===== src/vpwbc_params.svh =====
// register offsets, field positions, reset values and timing counts of the vpw link block
// assumes a 25 MHz core clock and a prescaled tick of nominally 1 MHz
// Function
// - quad mode keeps break and timeout nominal
// - core clock equals 1 MHz times field plus one
// - prescale change may require bus resync
// - disabled: tx passive, rx ignored
// - enable clear aborts queue; freeze clears enable
// - freeze stops decoding; release restarts engines
// - freeze holds status, errors, masks at reset
// - over twelve bytes: invalid frame, sleep
// - length check disable removes the limit
// - loop delay select 0 to 31 us
// - in-frame responses send physical address
// - error read clears flags except timeout, and break while brk_level is held
// - errors sampled per tick, end at eof
// - aborted request only sets its flag
// - timeout after 1000 or 4000 active ticks
// - timeout forces pin passive until enable cleared
`ifndef VPWBC_PARAMS_SVH
`define VPWBC_PARAMS_SVH
`define VPWBC_IDX_PRESCALE 8'hf4
`define VPWBC_IDX_CONTROL  8'hf5
`define VPWBC_IDX_PADDR    8'hf6
`define VPWBC_IDX_ERROR    8'hf7
`define VPWBC_RST_PRESCALE 8'h00
`define VPWBC_RST_CONTROL  8'h40
`define VPWBC_RST_ERROR    8'h00
`define VPWBC_B_QUAD       7
`define VPWBC_B_JE         7
`define VPWBC_B_FREEZE     6
`define VPWBC_B_NFL        5
`define VPWBC_E_TTO        7
`define VPWBC_E_TX_UNDERFLOW_FLAG       6
`define VPWBC_E_RX_OVERFLOW_FLAG       5
`define VPWBC_E_TRA        4
`define VPWBC_E_RX_BREAK_FLAG       3
`define VPWBC_E_CRC_ERROR_FLAG       2
`define VPWBC_E_IFD        1
`define VPWBC_E_IBD        0
`define VPWBC_TICK_MHZ     1
`define VPWBC_BRK_TIME_US  300
`define VPWBC_TTO_TIME_US  1000
`define VPWBC_QUAD_FACTOR  4
`define VPWBC_BRK_TICKS    (`VPWBC_BRK_TIME_US * `VPWBC_TICK_MHZ)
`define VPWBC_TTO_TICKS    (`VPWBC_TTO_TIME_US * `VPWBC_TICK_MHZ)
`define VPWBC_MAX_BYTES    12
`endif


===== src/vpwbc_pkg.sv =====
// types shared by the vpw link block
// assumes the params header supplies all numeric constants
package vpwbc_pkg;
	typedef logic [7:0] vpwbc_byte_t;
	typedef enum logic [1:0] {
		VPWBC_IDLE  = 2'b00,
		VPWBC_FRAME = 2'b01,
		VPWBC_SLEEP = 2'b11
	} vpwbc_frame_e;
endpackage


===== src/vpwbc_tick.sv =====
// prescaler: one tick every div+1 core clocks
// assumes div is stable; a change keeps the count, which wraps at once if already at or past the new div
`timescale 1ns/1ns
module vpwbc_tick #(
	parameter int unsigned W = 6
) (
	input  wire logic         clk,
	input  wire logic         rst_n,
	input  wire logic         run,
	input  wire logic [W-1:0] div,
	output logic              tick
);
	logic [W-1:0] cnt_ff;
	logic         tick_ff;
	wire          wrap = (cnt_ff >= div);
	wire  [W-1:0] nxt_cnt = wrap ? {W{1'b0}} : cnt_ff + {{(W-1){1'b0}}, 1'b1};

	always_ff @(posedge clk or negedge rst_n) begin
		if (!rst_n) begin
			cnt_ff  <= '0;
			tick_ff <= 1'b0;
		end else begin
			cnt_ff  <= run ? nxt_cnt : '0;
			tick_ff <= run & wrap;
		end
	end
	assign tick = tick_ff;
endmodule


===== src/vpwbc_top.sv =====
// configuration, control and error register block of the vpw byte level decoder
// assumes an avalon-mm master with byte addresses and a protocol engine on core_clk
//
// Register access over Avalon-MM was chosen for this implementation.
`timescale 1ns/1ns
`include "vpwbc_params.svh"
module vpwbc_top #(
	parameter int unsigned ADDR_W = 10
) (
	input  wire logic                 core_clk,
	input  wire logic                 rst_n,
	input  wire logic [ADDR_W-1:0]    avs_address,
	input  wire logic                 avs_read,
	input  wire logic                 avs_write,
	input  wire logic [31:0]          avs_writedata,
	input  wire logic [3:0]           avs_byteenable,
	output logic [31:0]               avs_readdata,
	output logic                      avs_waitrequest,
	output logic                      bus_tx_pin,
	input  wire logic                 bus_rx_pin,
	input  wire logic                 tx_drive,
	input  wire logic                 ev_tx_underflow_flag,
	input  wire logic                 ev_rx_overflow_flag,
	input  wire logic                 ev_tra,
	input  wire logic                 ev_crc,
	input  wire logic                 ev_ibd,
	input  wire logic                 ev_ifd,
	input  wire logic                 brk_level,
	input  wire logic                 rx_sof,
	input  wire logic                 rx_bit,
	input  wire logic                 rx_byte,
	input  wire logic                 eof_valid,
	output logic                      rx_filtered,
	output logic                      prescale_tick,
	output logic                      quad_rate_diag,
	output logic [11:0]               brk_len_ticks,
	output logic [4:0]                loop_delay_select,
	output vpwbc_pkg::vpwbc_byte_t    phys_addr_bits,
	output logic                      link_run,
	output logic                      hold_reset,
	output logic                      engine_restart,
	output logic                      queue_abort,
	output logic                      resync_req,
	output logic                      rx_sleep
);
	import vpwbc_pkg::*;

	////////////////////////////////////////////////////////////////////////////////
	// reset release and pin synchroniser

	logic       rst_a_ff;
	logic       rst_b_ff;
	wire        rst_sync_n = rst_b_ff;
	logic [2:0] rx_sync_ff;
	logic       rx_flt_ff;

	// assert at once, release two edges later so every flop leaves reset on one edge
	always_ff @(posedge core_clk or negedge rst_n) begin
		if (!rst_n) begin
			rst_a_ff <= 1'b0;
			rst_b_ff <= 1'b0;
		end else begin
			rst_a_ff <= 1'b1;
			rst_b_ff <= rst_a_ff;
		end
	end

	// only stage two and three are compared, stage one feeds stage two alone
	wire rx_agree = (rx_sync_ff[1] == rx_sync_ff[2]);

	always_ff @(posedge core_clk or negedge rst_sync_n) begin
		if (!rst_sync_n) begin
			rx_sync_ff <= 3'h0;
			rx_flt_ff  <= 1'b0;
		end else begin
			rx_sync_ff <= {rx_sync_ff[1:0], bus_rx_pin};
			if (rx_agree) begin
				rx_flt_ff <= rx_sync_ff[2];
			end
		end
	end

	////////////////////////////////////////////////////////////////////////////////
	// avalon slave: one wait cycle, then waitrequest low for one cycle

	logic        wreq_ff;
	logic [31:0] rdata_ff;
	logic [7:0]  presc_ff;
	logic        je_ff;
	logic        freeze_ff;
	logic        nfl_ff;
	logic [4:0]  jdly_ff;
	logic [7:0]  paddr_ff;
	logic [7:0]  err_ff;

	wire       req      = avs_read | avs_write;
	wire [7:0] idx      = avs_address[9:2];
	wire       hit_psc  = (idx == `VPWBC_IDX_PRESCALE);
	wire       hit_ctl  = (idx == `VPWBC_IDX_CONTROL);
	wire       hit_pad  = (idx == `VPWBC_IDX_PADDR);
	wire       hit_err  = (idx == `VPWBC_IDX_ERROR);
	wire       commit   = req & ~wreq_ff;
	wire       wr_en    = commit & avs_write & avs_byteenable[0];
	wire       wr_psc   = wr_en & hit_psc;
	wire       wr_ctl   = wr_en & hit_ctl;
	wire       wr_pad   = wr_en & hit_pad;
	wire       rd_err   = commit & avs_read & hit_err;
	wire [7:0] ctl_view = {je_ff, freeze_ff, nfl_ff, jdly_ff};
	wire [7:0] psc_view = {presc_ff[7], 1'b0, presc_ff[5:0]};
	wire [7:0] rd_mux   = hit_psc ? psc_view :
	                      hit_ctl ? ctl_view :
	                      hit_pad ? paddr_ff :
	                      hit_err ? err_ff   : 8'h00;

	// readdata is captured in the wait cycle and held until the next access
	always_ff @(posedge core_clk or negedge rst_sync_n) begin
		if (!rst_sync_n) begin
			wreq_ff  <= 1'b1;
			rdata_ff <= 32'h0;
		end else begin
			wreq_ff <= ~(req & wreq_ff);
			if (req & wreq_ff) begin
				rdata_ff <= {24'h0, rd_mux};
			end
		end
	end

	////////////////////////////////////////////////////////////////////////////////
	// configuration and control registers

	wire [7:0] wd8     = avs_writedata[7:0];
	wire [7:0] nxt_psc = {wd8[`VPWBC_B_QUAD], 1'b0, wd8[5:0]};
	logic      tto_ff;
	wire       run     = je_ff & ~freeze_ff & ~tto_ff;
	// the freeze bit set in this write or already set keeps enable low
	wire       nxt_je  = wd8[`VPWBC_B_JE] & ~wd8[`VPWBC_B_FREEZE] & ~freeze_ff;

	always_ff @(posedge core_clk or negedge rst_sync_n) begin
		if (!rst_sync_n) begin
			presc_ff  <= `VPWBC_RST_PRESCALE;
			je_ff     <= 1'b0;
			freeze_ff <= 1'b1;
			nfl_ff    <= 1'b0;
			jdly_ff   <= 5'h00;
			paddr_ff  <= 8'h00;
		end else begin
			if (wr_psc) begin
				presc_ff <= nxt_psc;
			end
			if (wr_ctl) begin
				je_ff     <= nxt_je;
				freeze_ff <= wd8[`VPWBC_B_FREEZE];
				nfl_ff    <= wd8[`VPWBC_B_NFL];
				jdly_ff   <= wd8[4:0];
			end
			if (wr_pad) begin
				paddr_ff <= wd8;
			end
		end
	end

	////////////////////////////////////////////////////////////////////////////////
	// prescaler, tick runs only while the peripheral clock is not frozen

	logic tick;

	// quad mode leaves the divider alone, software loads the faster value itself
	vpwbc_tick #(
		.W (6)
	) u_tick (
		.clk   (core_clk),
		.rst_n (rst_sync_n),
		.run   (~freeze_ff),
		.div   (presc_ff[5:0]),
		.tick  (tick)
	);

	////////////////////////////////////////////////////////////////////////////////
	// transmit pin and timeout watchdog

	logic [11:0] tto_cnt_ff;
	logic        tx_ff;
	wire         quad     = presc_ff[`VPWBC_B_QUAD];
	wire [11:0]  tto_nom  = 12'(`VPWBC_TTO_TICKS);
	wire [11:0]  tto_quad = 12'(`VPWBC_TTO_TICKS * `VPWBC_QUAD_FACTOR);
	// a quad rate tick is four times shorter, so four times the count keeps one millisecond
	wire [11:0]  tto_lim  = quad ? tto_quad : tto_nom;
	wire         tto_hit  = tx_ff & tick & (tto_cnt_ff == tto_lim - 12'h001);
	wire [11:0]  nxt_tcnt = ~tx_ff ? 12'h000 :
	                        (tick & ~tto_ff) ? tto_cnt_ff + 12'h001 : tto_cnt_ff;

	always_ff @(posedge core_clk or negedge rst_sync_n) begin
		if (!rst_sync_n) begin
			tx_ff      <= 1'b0;
			tto_cnt_ff <= 12'h000;
			tto_ff     <= 1'b0;
		end else begin
			// pin goes passive the cycle the timeout trips
			tx_ff      <= run & ~tto_hit & tx_drive;
			tto_cnt_ff <= nxt_tcnt;
			if (~je_ff | freeze_ff) begin
				tto_ff <= 1'b0;
			end else if (tto_hit) begin
				tto_ff <= 1'b1;
			end
		end
	end

	////////////////////////////////////////////////////////////////////////////////
	// frame length check and sleep until eof

	vpwbc_frame_e fst_ff;
	vpwbc_frame_e nxt_fst;
	logic [3:0]   bcnt_ff;
	wire          len_over = run & ~nfl_ff & (fst_ff == VPWBC_FRAME) & rx_bit &
	                         (bcnt_ff == 4'(`VPWBC_MAX_BYTES));
	wire          cond_ev  = tick & run & (ev_crc | ev_ibd | ev_ifd | brk_level);
	// the byte count saturates so a long frame with the check off never wraps
	wire          bsat     = (bcnt_ff == 4'hf);
	wire [3:0]    nxt_bcnt = (rx_sof & (fst_ff == VPWBC_IDLE)) ? 4'h0 :
	                         (rx_byte & ~bsat) ? bcnt_ff + 4'h1 : bcnt_ff;

	always_comb begin
		nxt_fst = fst_ff;
		case (fst_ff)
			VPWBC_IDLE: begin
				if (cond_ev) begin
					nxt_fst = VPWBC_SLEEP;
				end else if (rx_sof & run) begin
					nxt_fst = VPWBC_FRAME;
				end
			end
			VPWBC_FRAME: begin
				if (len_over | cond_ev) begin
					nxt_fst = VPWBC_SLEEP;
				end else if (eof_valid) begin
					nxt_fst = VPWBC_IDLE;
				end
			end
			VPWBC_SLEEP: begin
				if (eof_valid) begin
					nxt_fst = VPWBC_IDLE;
				end
			end
			default: begin
				nxt_fst = VPWBC_IDLE;
			end
		endcase
	end

	always_ff @(posedge core_clk or negedge rst_sync_n) begin
		if (!rst_sync_n) begin
			fst_ff  <= VPWBC_IDLE;
			bcnt_ff <= 4'h0;
		end else begin
			fst_ff  <= run ? nxt_fst : VPWBC_IDLE;
			bcnt_ff <= run ? nxt_bcnt : 4'h0;
		end
	end

	////////////////////////////////////////////////////////////////////////////////
	// error register, set wins over the read clear

	wire       tk      = tick & run;
	wire [7:0] err_set = {tto_hit,
	                      tk & ev_tx_underflow_flag,
	                      tk & ev_rx_overflow_flag,
	                      tk & ev_tra,
	                      tk & brk_level,
	                      tk & ev_crc,
	                      (tk & ev_ifd) | len_over,
	                      tk & ev_ibd};
	// the clear works on the image this read captured, so a flag that lands
	// between capture and commit is kept for the next read
	wire [7:0] clr_keep = {1'b1, 3'h0, brk_level, 3'h0};
	wire [7:0] rd_clr  = rd_err ? (rdata_ff[7:0] & ~clr_keep) : 8'h00;

	always_ff @(posedge core_clk or negedge rst_sync_n) begin
		if (!rst_sync_n) begin
			err_ff <= `VPWBC_RST_ERROR;
		end else if (~je_ff | freeze_ff) begin
			err_ff <= `VPWBC_RST_ERROR;
		end else begin
			err_ff <= (err_ff & ~rd_clr) | err_set;
		end
	end

	////////////////////////////////////////////////////////////////////////////////
	// registered outputs to the protocol engine

	logic        run_ff;
	logic        frz_q_ff;
	logic        restart_ff;
	logic        abort_ff;
	logic        resync_ff;
	logic        rxo_ff;
	logic        sleep_ff;
	logic        tick_ff;
	logic [11:0] brk_ff;
	wire         psc_chg = wr_psc & (nxt_psc != presc_ff);
	wire  [11:0] brk_nom  = 12'(`VPWBC_BRK_TICKS);
	wire  [11:0] brk_quad = 12'(`VPWBC_BRK_TICKS * `VPWBC_QUAD_FACTOR);
	// abort and restart are one cycle pulses; the engine acts on the pulse, not a level

	always_ff @(posedge core_clk or negedge rst_sync_n) begin
		if (!rst_sync_n) begin
			run_ff     <= 1'b0;
			frz_q_ff   <= 1'b1;
			restart_ff <= 1'b0;
			abort_ff   <= 1'b0;
			resync_ff  <= 1'b0;
			rxo_ff     <= 1'b0;
			sleep_ff   <= 1'b0;
			tick_ff    <= 1'b0;
			brk_ff     <= 12'(`VPWBC_BRK_TICKS);
		end else begin
			run_ff     <= run;
			frz_q_ff   <= freeze_ff;
			restart_ff <= frz_q_ff & ~freeze_ff;
			abort_ff   <= run_ff & ~run;
			resync_ff  <= psc_chg;
			rxo_ff     <= run & rx_flt_ff;
			sleep_ff   <= (fst_ff == VPWBC_SLEEP);
			tick_ff    <= tick;
			brk_ff     <= quad ? brk_quad : brk_nom;
		end
	end

	assign avs_readdata      = rdata_ff;
	assign avs_waitrequest   = wreq_ff;
	assign bus_tx_pin        = tx_ff;
	assign rx_filtered       = rxo_ff;
	assign prescale_tick     = tick_ff;
	assign quad_rate_diag    = presc_ff[`VPWBC_B_QUAD];
	assign brk_len_ticks     = brk_ff;
	assign loop_delay_select = jdly_ff;
	assign phys_addr_bits    = paddr_ff;
	assign link_run          = run_ff;
	assign hold_reset        = freeze_ff;
	assign engine_restart    = restart_ff;
	assign queue_abort       = abort_ff;
	assign resync_req        = resync_ff;
	assign rx_sleep          = sleep_ff;
endmodule


===== config.mk =====
export PLATFORM = sky130hd
export DESIGN_NAME = vpwbc_top
export DESIGN_NICKNAME = d
export VERILOG_FILES = /design/src/vpwbc_pkg.sv /design/src/vpwbc_tick.sv /design/src/vpwbc_top.sv
export VERILOG_INCLUDE_DIRS = /design/src
export SDC_FILE = /design/constraint.sdc
export NUM_CORES = 1
export LEC_CHECK = 0
export BUFFER_PORTS_ARGS = -buffer_cell sky130_fd_sc_hd__buf_4
export CORE_ASPECT_RATIO = 0.75
export CORE_MARGIN = 3
export CORE_UTILIZATION = 30
export DETAILED_ROUTE_END_ITERATION = 10
export GPL_TIMING_DRIVEN = 0
export HOLD_SLACK_MARGIN = 0.02
export PLACE_DENSITY_LB_ADDON = 0.15
export SLEW_MARGIN = 0
export SYNTH_ARGS = -nofsm -noshare
export SYNTH_HDL_FRONTEND = slang
export SYNTH_SLANG_ARGS = --single-unit

===== constraint.sdc =====
create_clock -name core_clk -period 3.34 [get_ports core_clk]
set_input_delay 0.167 -clock core_clk [delete_from_list [all_inputs] [get_ports core_clk]]
set_output_delay 0.167 -clock core_clk [all_outputs]
set_load 0.05 [all_outputs]

Yosys cells after proc, flatten, opt, wreduce, memory -nomap -nowiden
Index checks and enable logic that the tools add are counted.

Bits in registers: 92. Input bits: 63. Output and inout bits: 68. Word-level logic and storage cells: 134.

Add/sub/neg operators: 4. Magnitude comparators: 1. Eq/ne operators: 14. Muxes and demuxes: 23. Bitwise operators: 61. Reductions and logical operators: 2.

Operators with widths (number): 8-bit two-way mux (6); 1-bit AND (39); 12-bit two-way mux (3); 8-bit equality test (second input constant) (4); 8-bit AND (2); 8-bit inverter (2); 12-bit by 1-bit adder with 12-bit output (second input constant) (1); 12-bit equality test (1); 4-bit two-way mux (3); 6-bit two-way mux (2); 12-bit by 1-bit subtractor with 12-bit output (second input constant) (1); 11-bit two-way mux (1); 2-bit two-way mux (5); 1-bit inverter (10); 4-bit equality test (second input constant) (2); 8-bit bitwise OR (1); 7-bit inequality test (1); 1-bit bitwise OR (7); 6-bit by 1-bit adder with 6-bit output (second input constant) (1); 6-bit >= comparator (1); 2-bit case mux with 3 select lines (1); 4-bit by 1-bit adder with 4-bit output (second input constant) (1); 4-bit inequality test (second input constant) (1); 3-bit by 1-bit inequality test with 1-bit output (second input constant) (1); other kinds (7) (8).

Depth between registers and ports, before layout
Depth after elaboration: 11. Depth in mapped cells: 6. Mapped depth without buffers: 6.

Hierarchy
From an unflattened synthesis, not the netlist that was laid out.

Cells, all modules: 367. Area total of the unflattened synthesis: 4190.3 sq um.

By module, submodules not included: vpwbc_top (instances 1, cells each 322, area each 3744.8 sq um, sequential area each 1906.8 sq um); vpwbc_tick (instances 1, cells each 45, area each 445.4 sq um, sequential area each 175.2 sq um).

Least setup slack after synthesis
OpenSTA, ideal clock, no wires.

Kind: register to register. From: register wreq_ff, in the netlist avs_waitrequest. To: register jdly_ff[0], in the netlist loop_delay_select[0]. Library setup time: 0.125 ns. Arrival time: 1.785 ns. Data required time: 3.215 ns. Setup slack: 1.430 ns. Cell stages (with the launch flop): 5. Buffers on the path: 0. Clock period less this slack: 1.910 ns. Path through: dfstp_2 nand3b_1 or3_4 nor3b_2 mux2_2.

Word-level cells in the longest chain between the ends: 5.

Ends and longest elaborated chain: start, declared (RTL line vpwbc_top.sv:86) `logic wreq_ff;`; start signal, assigned (RTL line vpwbc_top.sv:121) `wreq_ff <= ~(req & wreq_ff);`; 1-bit inverter (RTL line vpwbc_top.sv:102) `wire commit = req & ~wreq_ff;`; 1-bit AND (RTL line vpwbc_top.sv:102); 1-bit AND (2 in series) (RTL line vpwbc_top.sv:103) `wire wr_en = commit & avs_write & avs_byteenable[0];`; 1-bit AND (RTL line vpwbc_top.sv:105) `wire wr_ctl = wr_en & hit_ctl;`; end signal, assigned (RTL line vpwbc_top.sv:154) `jdly_ff <= wd8[4:0];`; end, declared (RTL line vpwbc_top.sv:92) `logic [4:0] jdly_ff;`.

Every way passes these cells. A chain may end at the register's enable or synchronous reset.

Worst setup path in the final report
Ends and elaborated chain as after synthesis.

==> impl_metrics.yaml <==
detailed_routing:
  drc_errors: 0
  drt_iter0_drc: 149
  wire_per_inst_um: 15.0
  postRouteAntennaNets: 0
  vias_per_cell: 4.50
  first_pass_iters: 4
  vias: 2865
  finalWirelength_um: 9520
critical_path:
  endpoint_kind: "flop"
  worstPathRequired_ns: 3.56
  setup.worst_path.class: "reg2reg"
  critPathArrivalTime_ns: 2.32
  cp-start-kind: "flop"
  cp_max_fo: 8
clocking:
  htreeDepth: 3
  cts_hold_buf: 2
  numCtsBuffers: 9
  clock_sinks: 83
  clk_path_buf_depth: 2
  cts-root-buf: "clkbuf_16"
  clkLatencyLatePin_ns: 0.34
  cts_setup_buffers: 0
  cts_resized: 0
  cts_tree: "yes"
  clk_pin_slew_ns: 0.06
final_layout:
  syn_to_final_growth_pct: 29.5
  finalCoreUtilization_pct: 40.1
  drive_above_1_share_pct: 36.3
  fin_nets: 533
  postLayoutCellArea_um2: 5280
  diodes: 0
synthesis:
  yosys_register_bits: 83
  synth_edf_count: 0
  synth_seq_area_share_pct: 51.1
  yosysWarnings: 0
  synth_cells: 346
  synth_top_cell_by_area: "dfrtp_1"
  synth.distinct_cells: 54
  synthTopCellsByCount: "dfrtp_1, buf_4, mux2_2"
  ys.flop_type: "dfrtp_1"
  netlist_area_um2: 4070
  yosysTopAreaCellShare_pct: 48.5
  synth.most_common_cell: "dfrtp_1"
  synthArstFlopShare_pct: 100
  yosys-top-cells-area: "dfrtp_1, mux2_2, buf_4, mux4_2, ha_1"
  synth.avg_cell_area_um2: 11.8
sta:
  finalHoldViolCount: 0
  relSlewSlack_pct: 26.0
  fmax_mhz: 476
  rsz0062_at_grt: "no"
  period_share_pct: 62.9
  worstMarginPinSlew_ns: 1.10
  finalCriticalPeriod_ns: 2.10
  holdWs_ns: 0.0419
  skew_ns: 0.00790
  setup_ws_ns: 1.24
  drv_slew: 0
  setup_violations: 0
floorplan:
  rows: 36
  io_pins: 131
  die_h_um: 107
  initial_core_util_pct: 31.0
  die_x_um: 141
  die_area_um2: 15000
  core_um2: 13200
status:
  status: "completed"
global_routing:
  grt_pass1_wl_um: 15800
  grt_pass1_vias: 2891
  antenna_found_initial: 0
  grt-ovfl-total: 0
  grt_start_max_net_pins: 68
  track_usage_pct: 13.4
place:
  port-buffer-count: 71
  pre_cts_ws_ns: 1.22
  postPlaceCellArea_um2: 4960
  dp_hpwl_um: 7200
  place_congestion: 0.825
power:
  ir_drop_mv: 0.257
  p_leak_nw: 2.54
  power.density_nw_per_um2: 434
hold_path:
  min_path_type: "in2reg"
job:
  maxCapViolations: 0
cell families after synthesis:
| group | count (synthesis) | synth area share, % |
|---|---|---|
| muxes | 31 | 10.5 |
| and+or+nand+nor | 96 | 13.8 |
| adders and majority gates | 11 | 3.32 |
| DFF | 83 | 51.1 |
| xor gates and xnor gates | 23 | 4.95 |
| AOI/OAI and AO/OA | 45 | 7.74 |
| other | 2 | 0.184 |
| buffers and inverters | 55 | 8.45 |
metrics by stage:
stage                     TNS (ns)  std cells  power, W
after floorplan                  0        375   0.00124
after global placement      -18.09        617   0.00131
after detailed placement         0        618   0.00132
after CTS                        0        636   0.00233
after global routing             0        636   0.00239
final                            0        636   0.00229
state kept, by name, summed over array words and instances, names as in the netlist, 3 cells and up:
name and flops:
bcnt_ff 4, loop_delay_select 5, presc_ff 7, avs_readdata 8, phys_addr_bits 8, tto_cnt_ff 12
u_tick.cnt_ff 6, rx_sync_ff 3, err_ff 8
final cells by class:
| class | instances | area, um2 |
|---|---|---|
| Clock buffer | 11 | 243 |
| Tap cell | 171 | 214 |
| Timing Repair Buffer | 74 | 581 |
| Buffer | 41 | 292 |
| Inverter | 14 | 52.6 |
| Fill cell | 1286 | 7880 |
| Sequential cell | 83 | 2090 |
| Multi-Input combinational cell | 237 | 1760 |
| Clock inverter | 5 | 52.6 |
cells in the final DEF (no fill, tap or decap), drive strengths merged, types with 2 or more instances in the layout:
| cell | n |
|---|---|
| a311oi | 5 |
| nor3b | 2 |
| xor2 | 10 |
| nor3 | 5 |
| dfrtp | 79 |
| nor2 | 14 |
| a22o | 8 |
| inv | 14 |
| a21bo | 2 |
| nand4b | 2 |
| nor4b | 2 |
| and3 | 3 |
| ha | 10 |
| conb | 31 |
| mux4 | 7 |
| a21oi | 12 |
| nand3 | 9 |
| dlygate4sd3 | 2 |
| nand2b | 6 |
| nand2 | 17 |
| clkbuf | 14 |
| or3 | 5 |
| clkinv | 3 |
| nand4 | 7 |
| dfstp | 4 |
| nor2b | 4 |
| buf | 110 |
| nor4 | 7 |
| a21boi | 4 |
| o21ai | 6 |
| and2 | 10 |
| mux2 | 23 |
| xnor2 | 13 |
power by group:
group / switching, W / total (W) / internal [W]
Combinational: 0.000171 / 0.000264 / 0.0000924
Clock: 0.000394 / 0.000990 / 0.000596
Sequential: 0.0000156 / 0.00104 / 0.00102
Total: 0.000581 / 0.00229 / 0.00171
worst paths after layout:
path | from | to | slack [ns] | cells past startpoint
max | avs_waitrequest | loop_delay_select[0] | 1.24 | 4
min | eof_valid | fst_ff[0] | 0.04 | 2
max reg2reg | avs_waitrequest | loop_delay_select[0] | 1.24 | 4
min reg2reg | rst_b_ff | queue_abort | 0.19 | 0
max in group asynchronous | rst_b_ff | frz_q_ff | 2.51 | 1
min in group asynchronous | rst_n | rst_b_ff | 0.14 | 2
critical path: stages, from the launching register on:
cell      delay (ns)
dfstp_2         0.38
nand3b_1        0.15
or3_4           0.37
nor3b_2         0.67
mux2_2          0.42
per-layer routing:
layer / wire (um) / vias up / part of all wire, % / GRT usage, %
li1: - / 1397 / - / -
met2: 3960 / 91 / 42 / 19.0
met3: 594 / 13 / 6.2 / 3.74
met5: 0 / - / 0 / 0
met1: 4810 / 1364 / 50 / 19.9
met4: 158 / 0 / 1.7 / 4.15
No activity file was read; power rests on OpenSTA's default activity.
